[config.mk]
export PLATFORM = sky130hd
export DESIGN_NAME = hcs_status
export DESIGN_NICKNAME = d
export VERILOG_FILES = /design/src/hcs_pkg.sv /design/src/hcs_status.sv /design/src/hcs_sync.sv /design/src/hcs_sticky.sv
export VERILOG_INCLUDE_DIRS = /design/src
export SDC_FILE = /design/constraint.sdc
export NUM_CORES = 1
export LEC_CHECK = 0
export BUFFER_PORTS_ARGS = -buffer_cell sky130_fd_sc_hd__buf_2
export CAP_MARGIN = 10
export CORE_ASPECT_RATIO = 0.6
export CORE_UTILIZATION = 40
export DETAILED_ROUTE_END_ITERATION = 6
export HOLD_SLACK_MARGIN = 0.15
export PLACE_DENSITY = 0.79
export SYNTH_ARGS = -nofsm -noshare
export SYNTH_HDL_FRONTEND = slang
export SYNTH_SLANG_ARGS = --single-unit
[constraint.sdc]
create_clock -name ref_clk -period 2.5 [get_ports ref_clk]
set_clock_uncertainty 0.05 [all_clocks]
set_input_delay 0.625 -clock ref_clk [delete_from_list [all_inputs] [get_ports ref_clk]]
set_output_delay 0.625 -clock ref_clk [all_outputs]
set_load 0.005 [all_outputs]
[src/hcs_map.svh]
// Register offsets, field positions and reset values of the channel status block.
`ifndef HCS_MAP_SVH
`define HCS_MAP_SVH

// Byte offsets, decoded on the low address byte.
`define HCS_ADDR_W       8
`define HCS_STATUS_OFF   8'h00
`define HCS_CONFIG_OFF   8'h04

// Status word field positions.
`define HCS_RB_MSB       3
`define HCS_RB_LSB       0
`define HCS_FC_BIT       4
`define HCS_TX_FIFO_AVAILABLE_BIT     5
`define HCS_CTS_BIT      6
`define HCS_SCTS_BIT     7
`define HCS_UR_BIT       8
`define HCS_RX_FIFO_AVAILABLE_BIT     9
`define HCS_FG_BIT       10

// Configuration word field positions.
`define HCS_CFG_W        3
`define HCS_CFG_FOUR_BIT 0
`define HCS_CFG_DTX_BIT  1
`define HCS_CFG_DRX_BIT  2

// Reset values and field limits.
`define HCS_CFG_RST      3'h0
`define HCS_RB_RST       4'h0
`define HCS_CTS_N_RST    1'b1
`define HCS_RB_MAX_ONE   4'h3
`define HCS_RB_MAX_FOUR  4'hf

// Positions of the write-one-to-clear bits in the sticky vector.
`define HCS_STK_FC       0
`define HCS_STK_SCTS     1
`define HCS_STK_UR       2
`define HCS_STK_FG       3
`define HCS_STK_NUM      4

`endif

[src/hcs_pkg.sv]
// Types shared by the channel status block and its helper modules.
`include "hcs_map.svh"

package hcs_pkg;

  // Events and levels from the transmitter and the transmit FIFO.
  typedef struct packed {
    logic fifo_empty;
    logic first_empty;
    logic first4_empty;
    logic abort_sent;
    logic flag_sent;
    logic frame_ok;
    logic need_data;
    logic in_frame;
  } hcs_tx_ev_t;

  // Events and levels from the receiver and the receive FIFO.
  typedef struct packed {
    logic       last_has_data;
    logic       last4_has_data;
    logic       last_eof_two;
    logic       frame_done;
    logic [4:0] final_bytes;
  } hcs_rx_ev_t;

  // State of the status block apart from its sticky flags and synchroniser.
  typedef struct packed {
    logic                     wr_pend;
    logic [`HCS_ADDR_W-1:0]   wr_addr;
    logic                     hreadyout;
    logic                     hresp;
    logic [31:0]              hrdata;
    logic [`HCS_CFG_W-1:0]    cfg;
    logic [3:0]               rem_bytes;
    logic                     tx_fa;
    logic                     rx_fa;
    logic                     cts_prev;
    logic                     abort_req;
  } hcs_top_state_t;

  // State of the two-stage synchroniser.
  typedef struct packed {
    logic stage1;
    logic stage2;
  } hcs_sync_state_t;

  // State of one sticky flag.
  typedef struct packed {
    logic q;
  } hcs_stk_state_t;

endpackage

[src/hcs_status.sv]
// Status register bits 0 to 10 of one serial framing channel, reached over AHB-Lite.
//
// Operation
// - Level status bits follow their underlying condition, set and cleared by hardware.
// - Other status bits except 3 to 0 stay set until software writes one to them.
// - On a complete frame, bits 3 to 0 hold valid final bytes minus one.
// - Remaining bytes span 0 to 3 in one-word mode, 0 to 15 in four-word.
// - Frame complete sets on empty transmit FIFO plus abort or closing flag.
// - One-word mode: transmit FIFO available when its first register is empty.
// - Four-word mode: transmit FIFO available when first four registers are empty.
// - Transmit FIFO available clears when space goes; reads zero during transmit DMA.
// - Bit 6 shows the clear-to-send pin inverted and never interrupts.
// - Bit 7 sets on any clear-to-send pin transition until written with one.
// - Running out of data mid-frame ends the frame with an abort.
// - A transmit underrun sets bit 8 until software writes one.
// - Receive FIFO available means readable data other than address or final word.
// - One-word mode: receive FIFO available when the last register holds data.
// - Four-word mode: receive FIFO available when the last four registers hold data.
// - With the end-of-frame marker set, two words already count as valid.
// - Receive FIFO available clears when data runs out; zero during receive DMA.
// - Frame good sets when a frame has been sent successfully.
// - Reading the status register changes no bit.
`timescale 1ns/1ps
`include "hcs_map.svh"

module hcs_status (
  input  wire logic              ref_clk,
  input  wire logic              rst,
  input  wire logic              hsel,
  input  wire logic [31:0]       haddr,
  input  wire logic [1:0]        htrans,
  input  wire logic              hwrite,
  input  wire logic [2:0]        hsize,
  input  wire logic [31:0]       hwdata,
  input  wire logic              hready,
  output logic                   hreadyout,
  output logic                   hresp,
  output logic [31:0]            hrdata,
  input  wire hcs_pkg::hcs_tx_ev_t tx_ev,
  input  wire hcs_pkg::hcs_rx_ev_t rx_ev,
  input  wire logic              clear_to_send_in_n,
  output logic                   tx_abort_req
);
  import hcs_pkg::*;

  // Address decode shared by the read and the write path.
  function automatic logic hcs_hit(input logic [`HCS_ADDR_W-1:0] a, input logic [`HCS_ADDR_W-1:0] off);
    hcs_hit = (a == off);
  endfunction

  // Final byte count minus one, held to the range of the current transfer mode.
  function automatic logic [3:0] hcs_rb(input logic [4:0] bytes, input logic four);
    logic [4:0] dec;
    logic [3:0] lim;
    dec = (bytes == 5'h00) ? 5'h00 : 5'(bytes - 5'h01);
    lim = four ? `HCS_RB_MAX_FOUR : `HCS_RB_MAX_ONE;
    hcs_rb = (dec > {1'b0, lim}) ? lim : dec[3:0];
  endfunction

  hcs_top_state_t           s;
  hcs_top_state_t           next_s;
  logic                     cts_sync;
  logic                     take;
  logic                     ur_evt;
  logic                     four;
  logic                     dma_tx;
  logic                     dma_rx;
  logic                     stat_wr;
  logic [31:0]              status_word;
  logic [`HCS_STK_NUM-1:0]  stk_set;
  logic [`HCS_STK_NUM-1:0]  stk_clr;
  logic [`HCS_STK_NUM-1:0]  stk_q;

  // The clear-to-send pin is asynchronous to the bus clock.
  hcs_sync u_cts_sync (
    .ref_clk (ref_clk),
    .rst     (rst),
    .d       (clear_to_send_in_n),
    .q       (cts_sync)
  );

  // Mode bits from the configuration register steer the availability logic.
  assign four   = s.cfg[`HCS_CFG_FOUR_BIT];
  assign dma_tx = s.cfg[`HCS_CFG_DTX_BIT];
  assign dma_rx = s.cfg[`HCS_CFG_DRX_BIT];

  // A transfer is taken in its address phase only when the bus is ready.
  assign take = hsel & hready & htrans[1];

  // Underrun: the transmitter asks for data inside a frame and the FIFO is dry.
  assign ur_evt = tx_ev.need_data & tx_ev.in_frame & tx_ev.fifo_empty;

  // A data-phase write to the status word clears flags only where a one is written.
  assign stat_wr = s.wr_pend & hcs_hit(s.wr_addr, `HCS_STATUS_OFF);

  // Events that set the sticky flags.
  assign stk_set[`HCS_STK_FC]   = tx_ev.fifo_empty & (tx_ev.abort_sent | tx_ev.flag_sent);
  assign stk_set[`HCS_STK_SCTS] = cts_sync ^ s.cts_prev;
  assign stk_set[`HCS_STK_UR]   = ur_evt;
  assign stk_set[`HCS_STK_FG]   = tx_ev.frame_ok;

  // Only the write-one-to-clear positions are wired to the clear; level bits ignore writes.
  assign stk_clr[`HCS_STK_FC]   = stat_wr & hwdata[`HCS_FC_BIT];
  assign stk_clr[`HCS_STK_SCTS] = stat_wr & hwdata[`HCS_SCTS_BIT];
  assign stk_clr[`HCS_STK_UR]   = stat_wr & hwdata[`HCS_UR_BIT];
  assign stk_clr[`HCS_STK_FG]   = stat_wr & hwdata[`HCS_FG_BIT];

  // One sticky flag per event; a set in the clearing cycle wins.
  genvar gi;
  generate
    for (gi = 0; gi < `HCS_STK_NUM; gi = gi + 1) begin : g_stk
      hcs_sticky u_stk (
        .ref_clk (ref_clk),
        .rst     (rst),
        .set     (stk_set[gi]),
        .clr     (stk_clr[gi]),
        .q       (stk_q[gi])
      );
    end
  endgenerate

  // The status word as software sees it; bits above 10 belong to other logic and read zero here.
  always_comb begin
    status_word                            = 32'h0000_0000;
    status_word[`HCS_RB_MSB:`HCS_RB_LSB]   = s.rem_bytes;
    status_word[`HCS_FC_BIT]               = stk_q[`HCS_STK_FC];
    status_word[`HCS_TX_FIFO_AVAILABLE_BIT]             = s.tx_fa;
    status_word[`HCS_CTS_BIT]              = ~s.cts_prev;
    status_word[`HCS_SCTS_BIT]             = stk_q[`HCS_STK_SCTS];
    status_word[`HCS_UR_BIT]               = stk_q[`HCS_STK_UR];
    status_word[`HCS_RX_FIFO_AVAILABLE_BIT]             = s.rx_fa;
    status_word[`HCS_FG_BIT]               = stk_q[`HCS_STK_FG];
  end

  // Next-state logic for the bus slave and the level bits.
  always_comb begin
    next_s           = s;
    next_s.hreadyout = 1'b1;
    next_s.hresp     = 1'b0;
    next_s.abort_req = ur_evt;
    next_s.cts_prev  = cts_sync;

    // Address phase: remember writes, answer reads in the following data phase.
    next_s.wr_pend = take & hwrite;
    next_s.wr_addr = haddr[`HCS_ADDR_W-1:0];
    next_s.hrdata  = 32'h0000_0000;
    if (take && !hwrite) begin
      if (hcs_hit(haddr[`HCS_ADDR_W-1:0], `HCS_STATUS_OFF)) begin
        next_s.hrdata = status_word;
      end else if (hcs_hit(haddr[`HCS_ADDR_W-1:0], `HCS_CONFIG_OFF)) begin
        next_s.hrdata = {{(32-`HCS_CFG_W){1'b0}}, s.cfg};
      end
    end

    // Data phase: only the configuration word stores data; the status word takes clears.
    if (s.wr_pend && hcs_hit(s.wr_addr, `HCS_CONFIG_OFF)) begin
      next_s.cfg = hwdata[`HCS_CFG_W-1:0];
    end

    // Transmit space follows the FIFO and is masked while DMA owns the transmitter.
    if (dma_tx) begin
      next_s.tx_fa = 1'b0;
    end else if (four) begin
      next_s.tx_fa = tx_ev.first4_empty;
    end else begin
      next_s.tx_fa = tx_ev.first_empty;
    end

    // The FIFO reports only payload words, so address and final words never show here.
    if (dma_rx) begin
      next_s.rx_fa = 1'b0;
    end else if (four) begin
      next_s.rx_fa = rx_ev.last4_has_data | rx_ev.last_eof_two;
    end else begin
      next_s.rx_fa = rx_ev.last_has_data;
    end

    // The final byte count is held until the next complete frame replaces it.
    if (rx_ev.frame_done) begin
      next_s.rem_bytes = hcs_rb(rx_ev.final_bytes, four);
    end
  end

  // Bus, configuration and level state in one register; reset leaves the slave ready and idle.
  always_ff @(posedge ref_clk or posedge rst) begin
    if (rst) begin
      s           <= '0;
      s.hreadyout <= 1'b1;
      s.cfg       <= `HCS_CFG_RST;
      s.rem_bytes <= `HCS_RB_RST;
      s.cts_prev  <= `HCS_CTS_N_RST;
    end else begin
      s <= next_s;
    end
  end

  // Every output comes from the state register.
  assign hreadyout    = s.hreadyout;
  assign hresp        = s.hresp;
  assign hrdata       = s.hrdata;
  assign tx_abort_req = s.abort_req;

  // Size is not checked: only whole-word transfers reach this slave.
  logic unused_ok;
  assign unused_ok = ^{hsize, haddr[31:`HCS_ADDR_W], htrans[0], hwdata[31:11]};

  // The sticky checks look one edge after the event, before any later write can clear the flag.
  rb_one_range_a: assert property (@(posedge ref_clk) disable iff (rst)
    (rx_ev.frame_done && !four) |=> s.rem_bytes <= `HCS_RB_MAX_ONE)
    else $error("Remaining bytes out of range in one-word mode.");

  rb_capture_a: assert property (@(posedge ref_clk) disable iff (rst)
    (rx_ev.frame_done && four && rx_ev.final_bytes != 5'h00 && rx_ev.final_bytes <= 5'h10)
    |=> s.rem_bytes == 4'($past(rx_ev.final_bytes) - 5'h01))
    else $error("Remaining bytes not final count minus one.");

  frame_complete_a: assert property (@(posedge ref_clk) disable iff (rst)
    (tx_ev.fifo_empty && (tx_ev.abort_sent || tx_ev.flag_sent)) |=> status_word[`HCS_FC_BIT])
    else $error("Frame complete flag not set.");

  tx_fifo_available_dma_mask_a: assert property (@(posedge ref_clk) disable iff (rst)
    dma_tx |=> !status_word[`HCS_TX_FIFO_AVAILABLE_BIT])
    else $error("Transmit space shown during transmit DMA.");

  tx_fifo_available_four_a: assert property (@(posedge ref_clk) disable iff (rst)
    (!dma_tx && four && !tx_ev.first4_empty) |=> !s.tx_fa)
    else $error("Transmit space shown with four-word block busy.");

  cts_mirror_a: assert property (@(posedge ref_clk) disable iff (rst)
    (!clear_to_send_in_n) [*4] |=> status_word[`HCS_CTS_BIT])
    else $error("Clear-to-send mirror wrong for low pin.");

  cts_change_a: assert property (@(posedge ref_clk) disable iff (rst)
    $changed(s.cts_prev) |-> status_word[`HCS_SCTS_BIT])
    else $error("Clear-to-send change not stored.");

  abort_pulse_a: assert property (@(posedge ref_clk) disable iff (rst)
    ur_evt |=> tx_abort_req && status_word[`HCS_UR_BIT])
    else $error("Underrun did not request an abort.");

  rx_fifo_available_dma_mask_a: assert property (@(posedge ref_clk) disable iff (rst)
    dma_rx |=> !status_word[`HCS_RX_FIFO_AVAILABLE_BIT])
    else $error("Receive data shown during receive DMA.");

  frame_good_a: assert property (@(posedge ref_clk) disable iff (rst)
    tx_ev.frame_ok |=> status_word[`HCS_FG_BIT])
    else $error("Frame good flag not set.");

  read_no_effect_a: assert property (@(posedge ref_clk) disable iff (rst)
    (take && !hwrite && !s.wr_pend) |=> s.cfg == $past(s.cfg))
    else $error("A read changed stored state.");

  // Byte count: clamped, zero for an empty unit, and held between frames.
  rb_clamp_a: assert property (@(posedge ref_clk) disable iff (rst)
    (rx_ev.frame_done && !four && rx_ev.final_bytes > 5'h04)
    |=> s.rem_bytes == `HCS_RB_MAX_ONE)
    else $error("Oversized count not clamped.");

  rb_zero_a: assert property (@(posedge ref_clk) disable iff (rst)
    (rx_ev.frame_done && rx_ev.final_bytes == 5'h00)
    |=> s.rem_bytes == 4'h0)
    else $error("Empty final unit not read as zero.");

  rb_hold_a: assert property (@(posedge ref_clk) disable iff (rst)
    !rx_ev.frame_done
    |=> s.rem_bytes == $past(s.rem_bytes))
    else $error("Remaining bytes changed between frames.");

  // A written one clears a flag unless its event lands in the same cycle.
  fc_clear_a: assert property (@(posedge ref_clk) disable iff (rst)
    (stat_wr && hwdata[`HCS_FC_BIT] && !stk_set[`HCS_STK_FC])
    |=> !stk_q[`HCS_STK_FC])
    else $error("Frame complete flag not cleared.");

  scts_clear_a: assert property (@(posedge ref_clk) disable iff (rst)
    (stat_wr && hwdata[`HCS_SCTS_BIT] && !stk_set[`HCS_STK_SCTS])
    |=> !stk_q[`HCS_STK_SCTS])
    else $error("Stored clear-to-send not cleared.");

  ur_clear_a: assert property (@(posedge ref_clk) disable iff (rst)
    (stat_wr && hwdata[`HCS_UR_BIT] && !stk_set[`HCS_STK_UR])
    |=> !stk_q[`HCS_STK_UR])
    else $error("Underrun flag not cleared.");

  fg_clear_a: assert property (@(posedge ref_clk) disable iff (rst)
    (stat_wr && hwdata[`HCS_FG_BIT] && !stk_set[`HCS_STK_FG])
    |=> !stk_q[`HCS_STK_FG])
    else $error("Frame good flag not cleared.");

  zero_write_a: assert property (@(posedge ref_clk) disable iff (rst)
    (stat_wr && !hwdata[`HCS_FC_BIT] && stk_q[`HCS_STK_FC])
    |=> stk_q[`HCS_STK_FC])
    else $error("Writing zero cleared a flag.");

  // Pin mirror and abort request.
  cts_high_a: assert property (@(posedge ref_clk) disable iff (rst)
    clear_to_send_in_n [*4]
    |=> !status_word[`HCS_CTS_BIT])
    else $error("Clear-to-send mirror wrong for high pin.");

  abort_only_a: assert property (@(posedge ref_clk) disable iff (rst)
    !ur_evt
    |=> !tx_abort_req)
    else $error("Abort requested without underrun.");

  // Availability bits follow their FIFO condition one edge later.
  tx_fifo_available_one_a: assert property (@(posedge ref_clk) disable iff (rst)
    (!dma_tx && !four)
    |=> s.tx_fa == $past(tx_ev.first_empty))
    else $error("One-word transmit space wrong.");

  tx_fifo_available_open_a: assert property (@(posedge ref_clk) disable iff (rst)
    (!dma_tx && four && tx_ev.first4_empty)
    |=> s.tx_fa)
    else $error("Four-word transmit space not shown.");

  rx_fifo_available_one_a: assert property (@(posedge ref_clk) disable iff (rst)
    (!dma_rx && !four)
    |=> s.rx_fa == $past(rx_ev.last_has_data))
    else $error("One-word receive data flag wrong.");

  rx_fifo_available_four_a: assert property (@(posedge ref_clk) disable iff (rst)
    (!dma_rx && four && rx_ev.last4_has_data)
    |=> s.rx_fa)
    else $error("Four-word receive data not shown.");

  rx_fifo_available_eof_a: assert property (@(posedge ref_clk) disable iff (rst)
    (!dma_rx && four && rx_ev.last_eof_two)
    |=> s.rx_fa)
    else $error("Two words with end marker not shown.");

  rx_fifo_available_empty_a: assert property (@(posedge ref_clk) disable iff (rst)
    (!dma_rx && four && !rx_ev.last4_has_data && !rx_ev.last_eof_two)
    |=> !s.rx_fa)
    else $error("Receive data shown with none present.");

  // Reads return the status word and leave every flag alone.
  read_data_a: assert property (@(posedge ref_clk) disable iff (rst)
    (take && !hwrite && hcs_hit(haddr[`HCS_ADDR_W-1:0], `HCS_STATUS_OFF))
    |=> hrdata == $past(status_word))
    else $error("Status read returned wrong data.");

  read_keeps_flags_a: assert property (@(posedge ref_clk) disable iff (rst)
    (take && !hwrite && !s.wr_pend && stk_set == '0)
    |=> stk_q == $past(stk_q))
    else $error("A read changed a flag.");

endmodule

[src/hcs_sync.sv]
// Two flip-flop synchroniser for a level arriving from a pin.
`timescale 1ns/1ps
`include "hcs_map.svh"

module hcs_sync (
  input  wire logic ref_clk,
  input  wire logic rst,
  input  wire logic d,
  output logic      q
);
  import hcs_pkg::*;

  hcs_sync_state_t s;
  hcs_sync_state_t next_s;

  // The first stage feeds only the second stage, so metastability never reaches logic.
  always_comb begin
    next_s        = s;
    next_s.stage1 = d;
    next_s.stage2 = s.stage1;
  end

  // Both stages reset to the idle (high) pin level.
  always_ff @(posedge ref_clk or posedge rst) begin
    if (rst) begin
      s <= {`HCS_CTS_N_RST, `HCS_CTS_N_RST};
    end else begin
      s <= next_s;
    end
  end

  assign q = s.stage2;

endmodule

[src/hcs_sticky.sv]
// One write-one-to-clear status flag in which a set beats a clear.
`timescale 1ns/1ps

module hcs_sticky (
  input  wire logic ref_clk,
  input  wire logic rst,
  input  wire logic set,
  input  wire logic clr,
  output logic      q
);
  import hcs_pkg::*;

  hcs_stk_state_t s;
  hcs_stk_state_t next_s;

  // An event in the clearing cycle survives, so no event is ever lost.
  always_comb begin
    next_s   = s;
    next_s.q = set | (s.q & ~clr);
  end

  // The flag starts cleared.
  always_ff @(posedge ref_clk or posedge rst) begin
    if (rst) begin
      s <= '0;
    end else begin
      s <= next_s;
    end
  end

  assign q = s.q;

  set_wins_a: assert property (@(posedge ref_clk) disable iff (rst) set |=> q)
    else $error("Sticky flag lost a set event.");

  hold_flag_a: assert property (@(posedge ref_clk) disable iff (rst) (!set && !clr) |=> q == $past(q))
    else $error("Sticky flag changed without set or clear.");

endmodule

# Word level (Yosys, flattened, before mapping)
# Cells that the tools add are included.
[op_classes]
add_sub_neg = 1
order_cmp = 1
eq_ne = 2
muxes = 10
bitwise_logic = 27
reduce_logical = 6
[ops]
columns = ["operator", "n"]
rows = [
  ["$mux 11", 2],
  ["$eq 8x3->1 const B", 2],
  ["$logic_not 8->1", 2],
  ["$and 1x1->1", 15],
  ["$mux 4", 2],
  ["$or 1x1->1", 6],
  ["$gt 5x4->1", 1],
  ["$logic_not 5->1", 1],
  ["$mux 5", 1],
  ["$not 1->1", 5],
  ["$sub 5x1->5 const B", 1],
  ["$mux 1", 4],
  ["$mux 3", 1],
  ["$logic_and 1x1->1", 2],
  ["$logic_not 1->1", 1],
  ["$xor 1x1->1", 1],
]
[totals]
regBits = 58
out_inout_bits = 35

# Logic depth before layout (Yosys ltp)
# Gate-level depths: netlist of run 1.
[logic_depth]
ltp_word = 6
depth_mapped = 9

# Modules after synthesis
# Synthesis of run 1 repeated with hierarchy kept, for this count alone.
[unflattened]
hier_cells = 167
area_unflattened_um2 = 1794.2
[by_module_without_submodules]
columns = ["module", "instances", "cells_per_inst", "area_per_inst_um2", "seq_area_each_um2"]
rows = [
  ["hcs_status", 1, 148, 1577.8, 777.0],
  ["hcs_sticky", 4, 4, 40.0, 25.0],
  ["hcs_sync", 1, 3, 56.3, 52.6],
]

# Least setup slack after synthesis of run 1
# OpenSTA, ideal clock, no wires.
[synth_timing]
path_type = "input to register"
from = "input port rx_ev[0] in the netlist's numbering"
to = "register s[7] in the netlist's numbering"
arrival_ns = 2.297
required_time_ns = 2.330
path_slack_ns = 0.033
stages = 9
n_path_buf = 0
path_cell_list = "inv_1 > ha_1 > a21oi_1 > mux2_2 > ha_1 > nand2_1 > o41ai_2 > o221ai_1 > a41o_1"
[synth_between]
elab_chain_cells = 4
[synth_rtl]
columns = ["element", "line", "rtl"]
rows = [
  ["start: declaration", "hcs_status.sv:40", "input wire hcs_pkg::hcs_rx_ev_t rx_ev,"],
  ["$sub 5x1->5 or $logic_not 5->1 (tied branches)", "hcs_status.sv:55", "dec = (bytes == 5'h00) ? 5'h00 : 5'(bytes - 5'h01);"],
  ["$mux 5 (*)", "hcs_status.sv:55", ""],
  ["$gt 5x4->1", "hcs_status.sv:57", "hcs_rb = (dec > {1'b0, lim}) ? lim : dec[3:0];"],
  ["$mux 4 (*)", "hcs_status.sv:57", ""],
  ["end signal: assignment", "hcs_status.sv:193", "s <= next_s;"],
  ["end: declaration", "hcs_status.sv:60", "hcs_top_state_t s;"],
]
# Mark *: on every way between the ends. The rest lies on a longest branch, timed or not.
# A chain may end at the register's enable or synchronous reset.

# Worst setup path after layout of run 1
# Same ends and word-level chain as after synthesis.

==> summary.txt, run 1 <==
Cells and area
  • Area Overhead vs Synth: 18.75%
  • Nets: 304
  • Commonest non-fill, non-tap cell in the layout: buf_2
  • Most frequent cells in the layout: buf_2, dfrtp_1, conb_1, nor2_1, buf_4
  • Ant. Diodes: 0
  • Share of layout cells above drive strength 1: 40.00%

Global routing
  • Number of global-route vias before repair: 1114
  • Global-route wire length before repair: 4878 um
  • Global route overflow: 0
  • Pin count of the biggest net entering global routing: 38
  • Met3 GRT Util: under 10%
  • GR met2 Demand/Resource: 24.42%
  • GRT Resource Usage Total: 14.38%
  • Met1 Use GR: between 10% and 20%
  • GR peak layer: met2
  • Antenna violations before repair: 0

STA
  • Hold Violations, Final: 0
  • Slew Limit Fails: 0
  • Worst slew pin tran: 522.2 ps
  • Worst Slack Setup Final: approximately 150 ps
  • Peak Freq: approximately 430 MHz
  • Tcrit/Tclk final: 94.01%
  • Final setup viols: 0
  • RSZ-0062 raised after global routing: false
  • Worst hold slack: 314.2 ps
  • Post-layout min period: 2350 ps
  • Slew margin rel.: 65.06%

Worst setup path
  • Worst Path Class, Setup: in -> reg
  • Critical Path AT: 2470 ps
  • Crit end category: flop
  • Crit Path Max Fanout: 3
  • Cell with the most instances on the worst path: ha_1
  • Slowest CP cell: o41ai_2
  • Critical Path Max Stage Delay: about 380 ps
  • Startpoint types: input port
  • Required @ worst endpoint: 2620 ps
  • Crit path cell chain: buf_2, inv_1, ha_1, a21oi_1, mux2_2, ha_1, nand2_1, o41ai_2, o221ai_1, a41o_1

Routing
  • Drt pass-1 iters: 4
  • Post-DRT Antenna Nets: 0
  • Drt first-iter violations: 77
  • Vias per Instance: 4.307
  • Wire per inst: around 11 um
  • Via count: 1163
  • DR DRC count: 0
  • DRT Wirelength: 2975 um

Power and ir drop
  • Comb pwr share: around a tenth
  • Flop pwr share: 49.8%
  • Internal power: just under 1000 uW
  • Sw Ratio: between 20% and 30%
  • VDD IR max: 338.1 uV
  • P_leak: 0.001095 uW
  • NetSw: approximately 300 uW
  • Total power: 1276 uW
  • Clk network pwr share: 40.1%
  • Pwr/cell area: 607.9 nW/um^2

Logic synthesis
  • Async SR Flop Fraction: 100.0%
  • #FFs+latches synth: 37
  • Synth Cell Area: roughly 1800 um^2
  • Share of the synthesized area in the top cell type: 48.12%
  • Synthesized area per cell: 11.26 um^2
  • Post-synthesis sequential area ratio: a little over half
  • Post-synth EDFFs: 0
  • Yosys warns: 0
  • Distinct cells, synth: 38
  • Ys flop type: dfrtp_1
  • Mapped Cells: 157
  • Synth top area cells: dfrtp_1, buf_4, dfstp_2, mux2_4, and2_1
  • Area leader, netlist: dfrtp_1

Floorplan
  • CORE AREA: roughly 4200 um^2
  • Die Y: approximately 53 um
  • Die Wd: 87.83 um
  • Die area: 4698 um^2
  • Starting Density: 42.43%
  • Io pins: 127
  • Cell Rows: 18

Clock network
  • Inserted Clock Buffers: 5
  • Root cell of the clock tree: clkbuf_8
  • Worst-Skew Late Latency: 290 ps
  • Hold Buf Count CTS: 0
  • CTS clk-pin slew, worst paths: roughly 70 ps
  • PostCTS Resize Cnt: 0
  • Setup Buffers After CTS: 0
  • H-tree depth: 2
  • Clk buf depth: 2
  • CTS tree: done
  • Clk sinks: 37

Placement
  • Placer Congestion: 0.7706
  • DP Worst Slack: -155.8 ps
  • HPWL after DPL: about 2400 um
  • Port Buf Inserts: 50

Flow run
  • Max Cap Viol: 0

Status
  • Outcome: completed

Min path
  • Worst Hold Class: reg -> reg
[logic make-up (layout without fill, tap and decap cells)]
group | count (synthesis) | after routing | synth area share (%)
buf+inv | 45 | 77 | 16.77
other cells | 2 | 23 | 0.4248
simple gates | 44 | 44 | 14.51
fa+ha+maj | 5 | 5 | 3.256
xor+xnor | 1 | 1 | 0.4955
compound gates | 18 | 18 | 8.210
mux | 5 | 5 | 3.751
flops | 37 | 37 | 52.58
[routing by layer]
layer	routed length, um	vias up
met2	1396	38
li1	-	576
met1	1355	546
met4	12	0
met5	0	-
met3	210	3
[stage by stage]
step / setup TNS (ps) / util [%] / instances / area [um^2]
2_1_floorplan: 0 / - / 178 / 1847
3_3_place_gp: -139.6 / 47.63 / 262 / 1984
3_5_place_dp: -190.9 / 47.63 / 262 / 1984
4_1_cts: 0 / 50.39 / 270 / 2100
5_1_grt: 0 / 50.39 / 270 / 2100
6_report: 0 / 50.39 / 270 / 2100
[flip-flops by register name, indices dropped and copies added (netlist names)]
register	cells
u_cts_sync.next_s	1
g_stk.u_stk.q	4
s	16
dma_tx	1
dma_rx	1
hrdata	11
tx_abort_req	1
four	1
u_cts_sync.q	1
[critical path: cells and delay by family]
family | cells | cell delay (ps)
fa+ha+maj | 2 | 460
mux | 1 | 270
simple gates | 1 | 70
buf+inv | 2 | 180
compound gates | 4 | 860
[power by group through the flow]
| stage | combinational [uW] | sequential [uW] | clock (uW) |
|---|---|---|---|
| 3_5_place_dp | 129 | 648 | 0 |
| 3_3_place_gp | 126 | 647 | 0 |
| 4_1_cts | 130 | 636 | 525 |
| 6_report | 129 | 636 | 512 |
| 5_1_grt | 148 | 638 | 556 |
| 2_1_floorplan | 94.8 | 643 | 0 |
[cell usage after synthesis, types with 3 or more instances]
cell     count
a21o_1       4
a21oi_1      3
buf_4       34
ha_1         3
nor3_1       3
nand2_1      8
inv_1        9
and2_1       7
dfrtp_1     34
mux2_4       3
a22o_1       3
nor2_1      10
dfstp_2      3
[worst paths after layout]
| check | from | slack, ps | cells past startpoint | endpoint |
|---|---|---|---|---|
| worst min-delay path | u_cts_sync.next_s[0] | 310 | 0 | u_cts_sync.q |
| worst max-delay path | rx_ev[0] | 150 | 10 | s[7] |
| min in group asynchronous | rst | 380 | 3 | hrdata[8] |
| worst min register to register | u_cts_sync.next_s[0] | 310 | 0 | u_cts_sync.q |
| max in group asynchronous | rst | 1670 | 3 | u_cts_sync.next_s[0] |
| worst max register to register | four | 480 | 6 | s[7] |
[area by class of cell]
cell class / count / area [um^2]
Multi-Input combinational cell: 96 / 620.6
Clock inverter: 3 / 46.29
Inverter: 9 / 33.78
Fill cell: 376 / 2067
Tap cell: 60 / 75.07
Sequential cell: 37 / 929.6
Clock buffer: 5 / 68.82
Timing Repair Buffer: 60 / 325.3
Power figures use the tool's default switching activity.
==> inputs of run 2 (changes only) <==
--- a/config.mk
+++ b/config.mk
@@ -6,6 +6,7 @@
 export SDC_FILE = /design/constraint.sdc
 export NUM_CORES = 1
 export LEC_CHECK = 0
+export ABC_AREA = 1
 export BUFFER_PORTS_ARGS = -buffer_cell sky130_fd_sc_hd__buf_2
 export CAP_MARGIN = 10
 export CORE_ASPECT_RATIO = 0.6
==> summary.txt, run 2 <==
Status
  • Outcome: completed (unchanged)

Logic synthesis
  • Synth top area cells: dfrtp_1, buf_4, nand2_1, nor2_1, inv_1 (was dfrtp_1, buf_4, dfstp_2, mux2_4, and2_1)
  • Xor and xnor area share after synthesis: 0.5011% (was 0.4954%)
  • Multiplexer share of the synthesized area: 0% (was 3.751%)
  • Synth Area in Simple Gates: 19.33% (was 14.51%)
  • Distinct cells, synth: 23 (was 38)
  • Fraction of the mapped netlist area in adder cells: 2.147% (was 3.255%)
  • Ys flop type: dfrtp_1 (unchanged)
  • Share of the synthesized area in the top cell type: 48.68% (was 48.12%)
  • Post-synthesis sequential area ratio: 53.19% (was 52.58%)
  • #FFs+latches synth: 37 (unchanged)
  • Post-synth EDFFs: 0 (unchanged)
  • Yosys warns: 0 (unchanged)
  • Synth Area in Compound Gates: 4.868% (was 8.209%)
  • Combinational family with the most area after synthesis: buffers and inverters (unchanged)
  • Commonest cells post-synth: buf_4, dfrtp_1, nand2_1 (was buf_4, dfrtp_1, nor2_1)
  • Async SR Flop Fraction: 100.0% (unchanged)
  • Synth Cell Area: 1748 um^2 (was 1768 um^2)
  • Area leader, netlist: dfrtp_1 (unchanged)
  • Synthesized area per cell: 9.200 um^2 (was 11.26 um^2)
  • Mapped Cells: 190 (was 157)

Routing
  • Via count: 1230 (was 1163)
  • DRT Wirelength: 2898 um (was 2975 um)
  • Met1 WL: 1447 um (was 1355 um)
  • Met3 wire length: 207 um (was 210 um)
  • Drt first-iter violations: 45 (was 77)
  • Top Metal Used: met4 (unchanged)
  • Wire per inst: 9.725 um (was 11.02 um)
  • DR DRC count: 0 (unchanged)
  • Vias per Instance: 4.128 (was 4.307)
  • Post-DRT Antenna Nets: 0 (unchanged)
  • WL met2: 1206 um (was 1396 um)
  • Drt pass-1 iters: 4 (unchanged)

Clock network
  • Root cell of the clock tree: clkbuf_8 (unchanged)
  • PostCTS Resize Cnt: 0 (unchanged)
  • H-tree depth: 2 (unchanged)
  • Setup Buffers After CTS: 0 (unchanged)
  • CTS tree: done (unchanged)
  • Worst-Skew Late Latency: 280 ps (was 290 ps)
  • Clk buf depth: 2 (unchanged)
  • Inserted Clock Buffers: 5 (unchanged)
  • Clk sinks: 37 (unchanged)
  • CTS clk-pin slew, worst paths: 70 ps (about the same)
  • Hold Buf Count CTS: 0 (unchanged)

Floorplan
  • Die area: 4647 um^2 (was 4698 um^2)
  • Io pins: 127 (unchanged)
  • Cell Rows: 18 (unchanged)
  • Die Wd: 87.34 um (was 87.83 um)
  • CORE AREA: 4144 um^2 (was 4167 um^2)
  • Die Y: 53.21 um (was 53.50 um)
  • Starting Density: 42.18% (was 42.43%)

Global routing
  • Global-route wire length before repair: 4567 um (was 4878 um)
  • GRT Resource Usage Total: 13.81% (was 14.38%)
  • Number of global-route vias before repair: 1039 (was 1114)
  • Global route overflow: 0 (unchanged)
  • Antenna violations before repair: 0 (unchanged)
  • Pin count of the biggest net entering global routing: 38 (unchanged)

Cells and area
  • Area Overhead vs Synth: 15.18% (was 18.75%)
  • Max FFs per register: 16 (unchanged)
  • Fill count: 420 (was 376)
  • Ant. Diodes: 0 (unchanged)
  • Share of layout cells above drive strength 1: 28.57% (was 40.00%)
  • Largest register by flop count: s (unchanged)
  • Commonest non-fill, non-tap cell in the layout: buf_2 (unchanged)
  • Most frequent cells in the layout: buf_2, dfrtp_1, nand2_1, nor2_1 (was buf_2, dfrtp_1, conb_1, nor2_1, buf_4)
  • Utilization after layout: 48.58% (was 50.39%)
  • Nets: 332 (was 304)

STA
  • Final setup viols: 0 (unchanged)
  • Post-layout min period: 2181 ps (was 2350 ps)
  • Tcrit/Tclk final: 87.23% (was 94.01%)
  • Peak Freq: 458.5 MHz (was 425.5 MHz)
  • Worst hold slack: 306.0 ps (was 314.2 ps)
  • RSZ-0062 raised after global routing: false (unchanged)
  • Worst Slack Setup Final: 319.1 ps (was 149.7 ps)
  • Setup TNS: 0 ps (unchanged)
  • Slew Limit Fails: 0 (unchanged)
  • Hold Violations, Final: 0 (unchanged)

Worst setup path
  • Crit end category: flop (unchanged)
  • Crit Path Max Fanout: 4 (was 3)
  • Required @ worst endpoint: 2680 ps (was 2620 ps)
  • Critical Path Source: rx_ev[0] (unchanged)
  • Startpoint types: input port (unchanged)
  • Critical Path AT: 2360 ps (was 2470 ps)
  • Reg2reg start: four (unchanged)
  • Worst Path Class, Setup: in -> reg (unchanged)

Power and ir drop
  • VDD IR max: 280.9 uV (was 338.1 uV)
  • P_leak: 0.001159 uW (was 0.001095 uW)
  • Pwr/cell area: 582.5 nW/um^2 (was 607.9 nW/um^2)

Placement
  • DP Worst Slack: 63.63 ps (was -155.8 ps)
  • Placer Congestion: 0.7931 (was 0.7706)
  • HPWL after DPL: 2285 um (was 2352 um)
  • Port Buf Inserts: 50 (unchanged)

Min path
  • Worst Hold Class: reg -> reg (unchanged)
  • Hold path start: u_cts_sync.next_s[0] (unchanged)

Flow run
  • Max Cap Viol: 0 (unchanged)
[run 2: cell count changes in the layout (fill, tap and decap cells not counted), moves of 6 or more]
cell | previous run | this run
nand3_1 | 1 | 7
buf_4 | 10 | 3
nor2_1 | 10 | 26
inv_1 | 9 | 23
nand2_1 | 8 | 29
and2_1 | 7 | 0
[run 2: final cells by class]
| class | instances | area, um^2 | share of cell area [%] |
|---|---|---|---|
| well taps | 60 | 75.07 | 3.729 |
| clock buffers | 7 | 86.33 | 4.288 |
| multi-input cells | 117 | 555.5 | 27.59 |
| repair buffers | 53 | 272.8 | 13.55 |
| inverters | 23 | 86.33 | 4.288 |
| flip-flops and latches | 37 | 929.6 | 46.18 |
| clock inverters | 1 | 7.507 | 0.3729 |
[run 2: per-layer routing]
metal	track usage, %	up-vias
met4	5.738	0
met1	18.25	545
met3	5.148	5
met2	20.44	47
li1	-	633
met5	0	-
[run 2: logic make-up (layout without fill, tap and decap cells)]
kind of cell / after synthesis / in the layout
flip-flops: 37 / 37
other: 2 / 23
XOR/XNOR: 1 / 1
buffers and inverters: 57 / 84
AND/OR/NAND/NOR: 75 / 75
adder cells (fa/ha/maj): 3 / 3
AO/OA/AOI/OAI: 15 / 15
[run 2: stage by stage]
| stage | total power (uW) | std cells | instance area (um^2) |
|---|---|---|---|
| 3_5_place_dp | 760.6 | 290 | 1919 |
| 3_3_place_gp | 757.3 | 290 | 1919 |
| 6_report | 1173 | 298 | 2013 |
| 5_1_grt | 1239 | 298 | 2013 |
| 4_1_cts | 1193 | 298 | 2013 |
| 2_1_floorplan | 734.9 | 211 | 1827 |
[run 2: final timing paths]
path | to | slack [ps] | depth (start not counted)
min in group asynchronous | hrdata[5] | 390 | 3
min | u_cts_sync.q | 310 | 0
min reg2reg | u_cts_sync.q | 310 | 0
max | s[7] | 320 | 15
max in group asynchronous | s[1] | 1660 | 3
max reg2reg | s[7] | 830 | 10
[run 2: critical path, cell delays in order]
cell     delay (ps)
buf_2            70
inv_1            40
ha_1            230
or2_2           280
nand3_1          80
inv_1            50
ha_1            270
nand2_1          40
nor2_1          120
nand2_1          60
o21ai_0         210
nand2_1          80
nand2_1          70
nand2_1          60
nand2_1          50
[run 2: power by group]
group	switching (uW)	internal (uW)
registers	9.34	623
logic	69.6	47.7
clock network	200	224
